===== src/fpu_frame_params.svh =====
`ifndef FPU_FRAME_PARAMS_SVH
`define FPU_FRAME_PARAMS_SVH
// ****************************************************************
// register byte offsets
// ****************************************************************
`define OFS_CTRL        8'h00
`define OFS_IRQ_STAT    8'h04
`define OFS_IRQ_MASK    8'h08
`define OFS_FRAME_INFO  8'h0c
`define OFS_CMD_WORDS   8'h10
`define OFS_CU_PC       8'h14
`define OFS_CU_IADDR    8'h18
`define OFS_EXC_BYTES   8'h1c
`define OFS_SRC_TEMP    8'h20
`define OFS_DST_TEMP    8'h2c
`define OFS_WB_TEMP     8'h38
// ****************************************************************
// reset values and frame sizes
// ****************************************************************
`define CTRL_RESET      8'h00
`define WORDS_UNIMP     6'h1a
`define WORDS_BUSY      6'h32
// ****************************************************************
// exception byte bit positions (current / accrued)
// ****************************************************************
`define EXC_OVERFLOW_FLAG        4
`define EXC_UNFL        3
`define EXC_ROUND_INEXACT       1
`define ACC_OVERFLOW_FLAG        6
`define ACC_UNFL        5
`define ACC_INEX        3
// ****************************************************************
// interrupt status bit positions
// ****************************************************************
`define IRQ_FRAME       0
`define IRQ_REPORT      1
`define IRQ_INEX        2
`define IRQ_WB          3
// ****************************************************************
// command word codes
// ****************************************************************
`define OP_SQRT         7'h04
`define OP_SQRT_MAP     7'h05
`define OP_SQRT_ENC     7'h21
`define OP_ADD          7'h22
`define OP_SUB          7'h28
`define OP_MUL          7'h23
`define OP_DIV          7'h20
`define CLASS_RR        3'h0
`define CLASS_MR        3'h2
`define CLASS_MOVE_OUT  3'h3
// ****************************************************************
// operand tags
// ****************************************************************
`define TAG_NORM        3'h0
`define TAG_ZERO        3'h1
`define TAG_INF         3'h2
`define TAG_NAN         3'h3
`define TAG_EXT_DN      3'h4
`define TAG_SD_DN       3'h5
`endif


===== src/fpu_frame_pkg.sv =====
package fpu_frame_pkg;
  // extended precision operand
  typedef struct packed {
    logic        sign;
    logic [14:0] exp;
    logic [63:0] mant;
  } ext_op_t;
  // internal-format intermediate result
  typedef struct packed {
    logic        sign;
    logic [15:0] exp;
    logic [66:0] mant;
    logic        sticky_bit;
  } wb_op_t;
  typedef enum logic [1:0] {
    FRAME_NULL  = 2'h0,
    FRAME_IDLE  = 2'h1,
    FRAME_UNIMP = 2'h2,
    FRAME_BUSY  = 2'h3
  } frame_kind_t;
  typedef enum logic [1:0] {
    S_RUN  = 2'h0,
    S_WAIT = 2'h1,
    S_EMIT = 2'h3
  } save_state_t;
endpackage


===== src/fpu_state_frame_save.sv =====
`timescale 1ns/1ns
`include "fpu_frame_params.svh"
// Notes on behaviour
// [RULE_01] overflow, overflow disabled, inexact enabled: take inexact, set flags
// [RULE_02] pending exception: any fp instruction except state save reports again
// [RULE_03] state save waits for pipeline; exceptions then recorded, not reported
// [RULE_04] state save yields exactly one of busy, null, idle, unimplemented
// [RULE_05] last instruction unimplemented gives a 26-word frame
// [RULE_06] pending unsupported data type gives a 50-word busy frame
// [RULE_07] null frames after reset or null restore until nonconditional op
// [RULE_08] idle frame when nothing pending and a nonconditional op has run
// [RULE_09] first command word copied, square root low seven bits 4 become 5
// [RULE_10] encoded command word for write-back faults, square root is 21 hex
// [RULE_11] conversion flag set on any conversion fault; unimp frame means packed
// [RULE_12] write-back flag only for overflow_flag/unfl/inexact arithmetic, class 0 or 2
// [RULE_13] source temporary extended; packed keeps bits 63..0 in mantissa
// [RULE_14] destination temporary extended; packed keeps bits 95..64 low mantissa
// [RULE_15] operation class is bits 15..13 of the first command word
// [RULE_16] tags: norm 0, zero 1, inf 2, nan 3, ext denorm 4, short denorm 5
// [RULE_17] post-instruction flag only for class 3 move-out faults
// [RULE_18] write-back temporary holds internal result with overflow and sticky
// [RULE_19] conversion stage pc and instruction address are captured
module fpu_state_frame_save (
  input  wire logic                  CLOCK,
  input  wire logic                  RST,
  input  wire logic                  PSEL,
  input  wire logic                  PENABLE,
  input  wire logic                  PWRITE,
  input  wire logic [7:0]            PADDR,
  input  wire logic [31:0]           PWDATA,
  output logic      [31:0]           PRDATA,
  output logic                       PREADY,
  output logic                       PSLVERR,
  input  wire logic                  INSTR_VALID,
  input  wire logic                  INSTR_COND,
  input  wire logic                  SAVE_REQ,
  input  wire logic                  RESTORE_NULL,
  input  wire logic                  PIPE_BUSY,
  input  wire logic                  CU_EXC,
  input  wire logic                  CU_UNIMP,
  input  wire logic                  CU_UNSUP,
  input  wire logic                  CU_POST,
  input  wire logic                  CU_PACKED,
  input  wire logic                  CU_SHORT_DN,
  input  wire logic [15:0]           CU_CMD,
  input  wire logic [31:0]           CU_PC,
  input  wire logic [31:0]           CU_IADDR,
  input  wire fpu_frame_pkg::ext_op_t SRC_OP,
  input  wire fpu_frame_pkg::ext_op_t DST_OP,
  input  wire logic [95:0]           PACKED_OP,
  input  wire logic                  WB_OVERFLOW_FLAG,
  input  wire logic                  WB_UNFL,
  input  wire logic                  WB_INEX,
  input  wire logic [15:0]           WB_CMD,
  input  wire fpu_frame_pkg::wb_op_t WB_OP,
  output logic                       EXC_REPORT,
  output logic                       INEX_TAKEN,
  output logic                       FRAME_DONE,
  output fpu_frame_pkg::frame_kind_t FRAME_KIND,
  output logic      [5:0]            FRAME_WORDS,
  output logic                       IRQ
);
  // ****************************************************************
  // helpers
  // ****************************************************************
  // tag of an extended operand
  function automatic logic [2:0] op_tag(input fpu_frame_pkg::ext_op_t op,
                                        input logic short_dn);
    if (short_dn)
      op_tag = `TAG_SD_DN;
    else if (op.exp == 15'h7fff)
      op_tag = (op.mant[62:0] == 63'h0) ? `TAG_INF : `TAG_NAN;
    else if (op.exp == 15'h0 && op.mant == 64'h0)
      op_tag = `TAG_ZERO;
    else
      op_tag = (op.exp == 15'h0 || !op.mant[63]) ? `TAG_EXT_DN : `TAG_NORM;
  endfunction
  // square root remap of the low seven command bits
  function automatic logic [15:0] remap_cmd(input logic [15:0] cmd);
    if (cmd[6:0] == `OP_SQRT)
      remap_cmd = {cmd[15:7], `OP_SQRT_MAP};
    else
      remap_cmd = cmd;
  endfunction

  // ****************************************************************
  // state
  // ****************************************************************
  fpu_frame_pkg::save_state_t state;
  fpu_frame_pkg::save_state_t next_state;
  logic [7:0]  ctrl;
  logic [3:0]  irq_stat;
  logic [3:0]  irq_mask;
  logic [7:0]  cur_exc;
  logic [7:0]  acc_exc;
  logic        initialized;
  logic        pending;
  logic        last_unimp;
  logic [15:0] first_cmd;
  logic [15:0] enc_cmd;
  logic [31:0] conv_pc;
  logic [31:0] conv_iaddr;
  logic        conv_flag;
  logic        wb_flag;
  logic        post_flag;
  logic [2:0]  src_tag;
  logic [2:0]  dst_tag;
  fpu_frame_pkg::ext_op_t src_tmp;
  fpu_frame_pkg::ext_op_t dst_tmp;
  fpu_frame_pkg::wb_op_t  wb_tmp;

  // ****************************************************************
  // event decode
  // ****************************************************************
  wire        in_run     = (state == fpu_frame_pkg::S_RUN);
  wire        cu_evt     = CU_EXC | CU_UNIMP | CU_UNSUP;
  wire [2:0]  wb_class   = WB_CMD[15:13];
  wire [6:0]  wb_op      = WB_CMD[6:0];
  wire        wb_arith   = (wb_op == `OP_ADD) | (wb_op == `OP_SUB) |
                           (wb_op == `OP_MUL) | (wb_op == `OP_DIV) |
                           (wb_op == `OP_SQRT);
  wire        wb_legal   = wb_arith & ((wb_class == `CLASS_RR) |
                                       (wb_class == `CLASS_MR));
  wire        wb_evt     = (WB_OVERFLOW_FLAG | WB_UNFL | WB_INEX) & wb_legal; // [RULE_12]
  wire        en_overflow_flag    = ctrl[`EXC_OVERFLOW_FLAG];
  wire        en_unfl    = ctrl[`EXC_UNFL];
  wire        en_inex    = ctrl[`EXC_ROUND_INEXACT];
  wire        overflow_flag_inex  = wb_evt & WB_OVERFLOW_FLAG & ~en_overflow_flag & en_inex; // [RULE_01]
  wire        wb_trap    = wb_evt & ((WB_OVERFLOW_FLAG & en_overflow_flag) |
                           (WB_UNFL & en_unfl) | (WB_INEX & en_inex) |
                           overflow_flag_inex);
  wire        new_exc    = cu_evt | wb_trap;
  wire        noncond    = INSTR_VALID & ~INSTR_COND; // [RULE_07]
  wire        save_ready = ~PIPE_BUSY | pending | new_exc; // [RULE_03]
  wire [15:0] cu_cmd1    = remap_cmd(CU_CMD); // [RULE_09]
  wire [15:0] wb_cmd1    = remap_cmd(WB_CMD);
  wire [2:0]  opclass    = first_cmd[15:13]; // [RULE_15]

  // next kind of frame, one of four by priority
  wire fpu_frame_pkg::frame_kind_t next_kind =
    last_unimp  ? fpu_frame_pkg::FRAME_UNIMP : // [RULE_05]
    pending     ? fpu_frame_pkg::FRAME_BUSY  : // [RULE_06]
    initialized ? fpu_frame_pkg::FRAME_IDLE  : // [RULE_08]
                  fpu_frame_pkg::FRAME_NULL;   // [RULE_04] [RULE_07]
  wire [5:0] next_words =
    (next_kind == fpu_frame_pkg::FRAME_UNIMP) ? `WORDS_UNIMP :
    (next_kind == fpu_frame_pkg::FRAME_BUSY)  ? `WORDS_BUSY  : 6'h00;

  // reports only while running, never while a save drains
  wire next_report = in_run & (new_exc | (INSTR_VALID & pending)); // [RULE_02]

  // ****************************************************************
  // save sequencer
  // ****************************************************************
  always_comb begin
    next_state = state;
    unique case (state)
      fpu_frame_pkg::S_RUN:  if (SAVE_REQ) next_state = fpu_frame_pkg::S_WAIT;
      fpu_frame_pkg::S_WAIT: if (save_ready) next_state = fpu_frame_pkg::S_EMIT;
      fpu_frame_pkg::S_EMIT: next_state = fpu_frame_pkg::S_RUN;
      default:               next_state = fpu_frame_pkg::S_RUN;
    endcase
  end

  // state register and frame result outputs
  always_ff @(posedge CLOCK) begin
    if (RST) begin
      state       <= fpu_frame_pkg::S_RUN;
      FRAME_DONE  <= 1'b0;
      FRAME_KIND  <= fpu_frame_pkg::FRAME_NULL;
      FRAME_WORDS <= 6'h00;
      EXC_REPORT  <= 1'b0;
      INEX_TAKEN  <= 1'b0;
    end else begin
      state      <= next_state;
      FRAME_DONE <= (state == fpu_frame_pkg::S_EMIT);
      EXC_REPORT <= next_report;
      INEX_TAKEN <= overflow_flag_inex & in_run; // [RULE_01]
      if (state == fpu_frame_pkg::S_EMIT) begin
        FRAME_KIND  <= next_kind;
        FRAME_WORDS <= next_words;
      end
    end
  end

  // null/idle flag, pending and last-unimplemented tracking
  always_ff @(posedge CLOCK) begin
    if (RST) begin
      initialized <= 1'b0;
      pending     <= 1'b0;
      last_unimp  <= 1'b0;
    end else begin
      if (RESTORE_NULL)
        initialized <= 1'b0;
      else if (noncond)
        initialized <= 1'b1; // [RULE_07]
      if (new_exc)
        pending <= 1'b1; // [RULE_03]
      else if (RESTORE_NULL || state == fpu_frame_pkg::S_EMIT)
        pending <= 1'b0;
      if (CU_UNIMP)
        last_unimp <= 1'b1;
      else if (noncond || RESTORE_NULL || state == fpu_frame_pkg::S_EMIT)
        last_unimp <= 1'b0;
    end
  end

  // ****************************************************************
  // frame field capture
  // ****************************************************************
  // conversion stage fields
  always_ff @(posedge CLOCK) begin
    if (RST) begin
      first_cmd  <= 16'h0000;
      conv_pc    <= 32'h0000_0000;
      conv_iaddr <= 32'h0000_0000;
      conv_flag  <= 1'b0;
      post_flag  <= 1'b0;
      src_tag    <= `TAG_NORM;
      dst_tag    <= `TAG_NORM;
      src_tmp    <= '0;
      dst_tmp    <= '0;
    end else if (cu_evt) begin
      first_cmd  <= cu_cmd1; // [RULE_09]
      conv_pc    <= CU_PC; // [RULE_19]
      conv_iaddr <= CU_IADDR; // [RULE_19]
      conv_flag  <= CU_UNIMP ? CU_PACKED : 1'b1; // [RULE_11]
      post_flag  <= CU_POST & (CU_CMD[15:13] == `CLASS_MOVE_OUT); // [RULE_17]
      src_tag    <= op_tag(SRC_OP, CU_SHORT_DN); // [RULE_16]
      dst_tag    <= op_tag(DST_OP, 1'b0); // [RULE_16]
      if (CU_PACKED) begin
        src_tmp <= '{sign: 1'b0, exp: 15'h0, mant: PACKED_OP[63:0]}; // [RULE_13]
        dst_tmp <= '{sign: 1'b0, exp: 15'h0,
                     mant: {32'h0000_0000, PACKED_OP[95:64]}}; // [RULE_14]
      end else begin
        src_tmp <= SRC_OP; // [RULE_13]
        dst_tmp <= DST_OP; // [RULE_14]
      end
    end
  end

  // write-back stage fields
  always_ff @(posedge CLOCK) begin
    if (RST) begin
      enc_cmd <= 16'h0000;
      wb_flag <= 1'b0;
      wb_tmp  <= '0;
    end else if (wb_evt) begin
      enc_cmd <= (wb_op == `OP_SQRT) ? {wb_cmd1[15:7], `OP_SQRT_ENC}
                                     : wb_cmd1; // [RULE_10]
      wb_flag <= 1'b1; // [RULE_12]
      wb_tmp  <= WB_OP; // [RULE_18]
    end else if (state == fpu_frame_pkg::S_EMIT || RESTORE_NULL) begin
      wb_flag <= 1'b0;
    end
  end

  // exception bytes
  always_ff @(posedge CLOCK) begin
    if (RST) begin
      cur_exc <= 8'h00;
      acc_exc <= 8'h00;
    end else if (wb_evt) begin
      cur_exc <= 8'h00;
      cur_exc[`EXC_OVERFLOW_FLAG]  <= WB_OVERFLOW_FLAG; // [RULE_01]
      cur_exc[`EXC_UNFL]  <= WB_UNFL;
      cur_exc[`EXC_ROUND_INEXACT] <= WB_INEX;
      acc_exc[`ACC_OVERFLOW_FLAG]  <= acc_exc[`ACC_OVERFLOW_FLAG] | WB_OVERFLOW_FLAG; // [RULE_01]
      acc_exc[`ACC_UNFL]  <= acc_exc[`ACC_UNFL] | WB_UNFL;
      acc_exc[`ACC_INEX]  <= acc_exc[`ACC_INEX] | WB_INEX | overflow_flag_inex;
    end
  end

  // ****************************************************************
  // APB slave
  // ****************************************************************
  wire        acc_ph   = PSEL & PENABLE & ~PREADY;
  wire        wr_en    = PSEL & PENABLE & PREADY & PWRITE;
  wire [3:0]  irq_evt  = {wb_evt, overflow_flag_inex, next_report,
                          (state == fpu_frame_pkg::S_EMIT)};
  wire [3:0]  w1c      = (wr_en && PADDR == `OFS_IRQ_STAT) ? PWDATA[3:0]
                                                           : 4'h0;
  wire [31:0] frame_info = {14'h0, FRAME_WORDS, post_flag, wb_flag,
                            conv_flag, opclass, dst_tag, src_tag};
  wire        hit =
    (PADDR[1:0] == 2'b00) && (PADDR <= (`OFS_WB_TEMP + 8'h08));
  // read selection
  logic [31:0] rd_mux;
  always_comb begin
    rd_mux = 32'h0000_0000;
    unique case (PADDR)
      `OFS_CTRL:               rd_mux = {24'h0, ctrl};
      `OFS_IRQ_STAT:           rd_mux = {28'h0, irq_stat};
      `OFS_IRQ_MASK:           rd_mux = {28'h0, irq_mask};
      `OFS_FRAME_INFO:         rd_mux = frame_info;
      `OFS_CMD_WORDS:          rd_mux = {enc_cmd, first_cmd};
      `OFS_CU_PC:              rd_mux = conv_pc;
      `OFS_CU_IADDR:           rd_mux = conv_iaddr;
      `OFS_EXC_BYTES:          rd_mux = {16'h0, acc_exc, cur_exc};
      `OFS_SRC_TEMP:           rd_mux = src_tmp.mant[31:0];
      `OFS_SRC_TEMP + 8'h04:   rd_mux = src_tmp.mant[63:32];
      `OFS_SRC_TEMP + 8'h08:   rd_mux = {src_tmp.sign, src_tmp.exp, 16'h0};
      `OFS_DST_TEMP:           rd_mux = dst_tmp.mant[31:0];
      `OFS_DST_TEMP + 8'h04:   rd_mux = dst_tmp.mant[63:32];
      `OFS_DST_TEMP + 8'h08:   rd_mux = {dst_tmp.sign, dst_tmp.exp, 16'h0};
      `OFS_WB_TEMP:            rd_mux = wb_tmp.mant[31:0];
      `OFS_WB_TEMP + 8'h04:    rd_mux = wb_tmp.mant[63:32];
      `OFS_WB_TEMP + 8'h08:    rd_mux = {wb_tmp.sign, wb_tmp.exp,
                                         wb_tmp.sticky_bit,
                                         wb_tmp.mant[66:64], 11'h0};
      default:                 rd_mux = 32'h0000_0000;
    endcase
  end

  // bus answer, one wait state, unmapped gives an error
  always_ff @(posedge CLOCK) begin
    if (RST) begin
      PREADY  <= 1'b0;
      PSLVERR <= 1'b0;
      PRDATA  <= 32'h0000_0000;
    end else begin
      PREADY  <= acc_ph;
      PSLVERR <= acc_ph & ~hit;
      PRDATA  <= (acc_ph & ~PWRITE & hit) ? rd_mux : 32'h0000_0000;
    end
  end

  // writable registers; sticky set wins over clear
  always_ff @(posedge CLOCK) begin
    if (RST) begin
      ctrl     <= `CTRL_RESET;
      irq_mask <= 4'h0;
      irq_stat <= 4'h0;
      IRQ      <= 1'b0;
    end else begin
      if (wr_en && PADDR == `OFS_CTRL)
        ctrl <= PWDATA[7:0];
      if (wr_en && PADDR == `OFS_IRQ_MASK)
        irq_mask <= PWDATA[3:0];
      irq_stat <= (irq_stat & ~w1c) | irq_evt;
      IRQ      <= |(((irq_stat & ~w1c) | irq_evt) & irq_mask);
    end
  end
endmodule // fpu_state_frame_save

===== config.mk =====
export PLATFORM = sky130hd
export DESIGN_NAME = fpu_state_frame_save
export DESIGN_NICKNAME = d
export VERILOG_FILES = /design/src/fpu_frame_pkg.sv /design/src/fpu_state_frame_save.sv
export VERILOG_INCLUDE_DIRS = /design/src /design/src/src
export SDC_FILE = /design/constraint.sdc
export NUM_CORES = 1
export LEC_CHECK = 0
export ABC_CLOCK_PERIOD_IN_PS = 2400
export BUFFER_PORTS_ARGS = -buffer_cell sky130_fd_sc_hd__buf_4
export CAP_MARGIN = 15
export CORE_ASPECT_RATIO = 1.25
export CORE_MARGIN = 3
export CORE_UTILIZATION = 40
export CTS_CLUSTER_DIAMETER = 80
export DETAILED_ROUTE_END_ITERATION = 8
export RECOVER_POWER = 50
export SLEW_MARGIN = 10
export SYNTH_ARGS = -nofsm -noshare
export SYNTH_HDL_FRONTEND = slang
export SYNTH_SLANG_ARGS = --single-unit

===== constraint.sdc =====
create_clock -name CLOCK -period 2.4 [get_ports CLOCK]
set_input_delay 0.36 -clock CLOCK [delete_from_list [all_inputs] [get_ports CLOCK]]
set_output_delay 0.36 -clock CLOCK [all_outputs]
set_load 0.005 [all_outputs]

==> run metrics <==
final setup violating endpoints=0; top cells by count, synth=485 x nand2_1, 420 x dfxtp_1, 292 x a21oi_1, 160 x nor2_1, 135 x mux2i_1; maxcap violations=2; Hold Violations, Final=0; Worst-Margin Slew=1.85 ns; top post-synthesis cells by area=dfxtp_1 45%, nand2_1 9.8%, a21oi_1 7.9%; routed len/inst=roughly 26 µm; CP arrival=~2.5 ns; dominant register cell in the synthesized netlist=dfxtp_1; syn avg cell area=8.35 µm²; CP required=between 2 and 3 ns; drt pass-1 iters=7; Die Footprint=0.0489 mm²; FFs w/ async S/R, synth=0; Clk network pwr share=0.433; normalized max-slew margin=-0.236; Hold Crit Depth=3; Inserted Clock Buffers=44; fill count=4300; Clock Sinks=420; cell taking the most area after synthesis=dfxtp_1; first-pass GRT wire length=~120000 µm; Initial Utilization=0.408; Seq cells post-synth=420; Worst setup EP type=flip-flop; Placed Cells=3268; post-synthesis sequential area ratio=0.454; Tmin final=between 2 and 2.5 ns; Die W=between 150 and 200 µm; share of cells above drive strength 1=0.272; Pwr Total=~17 mW; failing checks=max-capacitance violations, max-slew violations; Tcrit/Tclk final=0.839; RePlAce Congestion=about 0.97; synthesis-to-finish area growth=36.9%; count leader, synth=nand2_1; remaining global-route overflow=0; setup ws final=0.387 ns; Yosys warnings=0; Slew Limit Fails=130; Worst R2R Path Depth=5; Pwr Density=roughly 660 mW/mm²; outcome=finished, violations left; Net Sw Frac=0.250; later-pin clock latency in the skew report=0.57 ns; pre-CTS WS=-0.0820 ns; CP Class=primary input to flip-flop; nets=3236; largest net degree at the start of global routing=170; crit path launch type=primary input; Sw Pwr=around 4.2 mW; total wire length=87700 µm; Lkg Pwr=just over 10 nW; worst vdd ir=0.000426 V; Mapped Cells=around 2200; total track usage=0.344; Port Buffer Count=around 520; HP Class=primary input to flip-flop; Post-CTS Setup Inserts=0; cell-internal power=approximately 12 mW; Sequential Power Share=0.452; Gate power share=0.115; CTS max path bufs=3; # H-tree levels=2; Non-Filler Instances=~3400; Yosys cell types=67; area share of the largest cell type after synthesis=0.454; vias in the first global route=about 19000; Setup TNS Final=0 ns; max frequency=about 500 MHz; CTS tree=yes; DR vias/cell=between 5 and 6; clock skew=~0.017 ns; RSZ-0062 raised after global routing=false; I/O Pins=542; initial drt markers=about 1800; routed vias=19300; initial antenna violation count=9; number of synthesized flops with an enable pin=0; Cell Area, Placed=roughly 0.024 mm²; CP Max Fanout=24; Die Y=around 250 µm; Post-Syn Area=about 0.019 mm²; Root Driver=clkbuf_16; clk slew on worst S/H paths=approximately 0.060 ns; DP HPWL=67900 µm; drc violations=0; Core ar.=around 0.045 mm²; Detail Route Antenna Nets=0; row count=87; design area=0.0253 mm²
[registers in the layout, summed over array words and instances (netlist names), 8 cells and up]
signal and cells:
first_cmd 16, wb_tmp 85, enc_cmd 16, conv_iaddr 32
dst_tmp 80, ctrl 8, PRDATA 32, conv_pc 32
src_tmp 80
[power groups by stage]
| stage | Combinational [mW] | Sequential, mW | Clock, mW |
|---|---|---|---|
| after floorplan | 0.770 | 7.52 | 0 |
| after global routing | 2.04 | 7.53 | 7.54 |
| after CTS | 1.91 | 7.50 | 7.27 |
| final | 1.92 | 7.51 | 7.20 |
| after global placement | 1.88 | 7.64 | 0 |
| after detailed placement | 1.90 | 7.65 | 0 |
[worst max-delay path: stages]
cell and delay, ns:
buf_4 0.16, nor2b_1 0.18, and2_2 0.27, buf_12 0.18, a222oi_1 0.40, a21oi_1 0.15, a221oi_1 0.47, buf_4 0.20
a21oi_1 0.06
[cells by family after synthesis]
group,Yosys count,share of synthesized area
compound gates,615,0.215
mux,138,0.0748
buf+inv,200,0.0483
other cells,1,0.000203
flops,420,0.454
simple gates,843,0.207
[metrics by stage]
step                hold slack [ns]   util
floorplan                     0.428      -
global placement              0.438  0.525
detailed placement            0.443  0.525
CTS                          0.0171  0.559
global route                 0.0289  0.558
finish                       0.0336  0.558
[cell usage in the layout (no fill, tap or decap), drive strengths merged, types with 23 or more instances in the layout]
master  netlist  final
a221oi       23     23
o21ai        25     25
nor4         43     43
nand3b       64     64
buf          65    656
mux2i       135    135
nor2        169    169
clkbuf      127     70
a22o         23     23
a21oi       292    292
a211oi      102    102
dfxtp       420    420
a22oi        54     54
nand2       485    485
a222oi       29     29
[routing by layer]
layer	vias up	routed length, µm	GRT usage	part of all wire
met5	-	27	0	0.00031
met1	9163	35100	0.449	0.40
met4	4	2900	0.117	0.033
met3	127	7920	0.0596	0.090
li1	8992	-	-	-
met2	967	41800	0.573	0.48
[timing repair]
action                    in CTS  in global routing
resized for setup              0                  0
hold endpoints to repair       4                  0
hold buffers                   4                  0
[final cells by class]
cell class | instances | area, µm² | share of cell area
Antenna cell | 6 | 15.0 | 0.000593
Tap cell | 578 | 723 | 0.0285
Timing Repair Buffer | 668 | 5430 | 0.214
Clock buffer | 62 | 1290 | 0.0509
Clock inverter | 15 | 218 | 0.00859
Multi-Input combinational cell | 1598 | 9220 | 0.364
Sequential cell | 420 | 8410 | 0.332
Inverter | 8 | 30.0 | 0.00119
[path summary, 6_finish.rpt]
check,start,endpoint,slack [ns]
worst max register to register,ctrl[1],IRQ,0.51
worst min-delay path,WB_OP[2],wb_tmp[2],0.03
worst min register to register,src_tmp[66],src_tmp[66],0.45
worst max-delay path,PADDR[5],PRDATA[27],0.39
(Power assumes the default switching activity.)
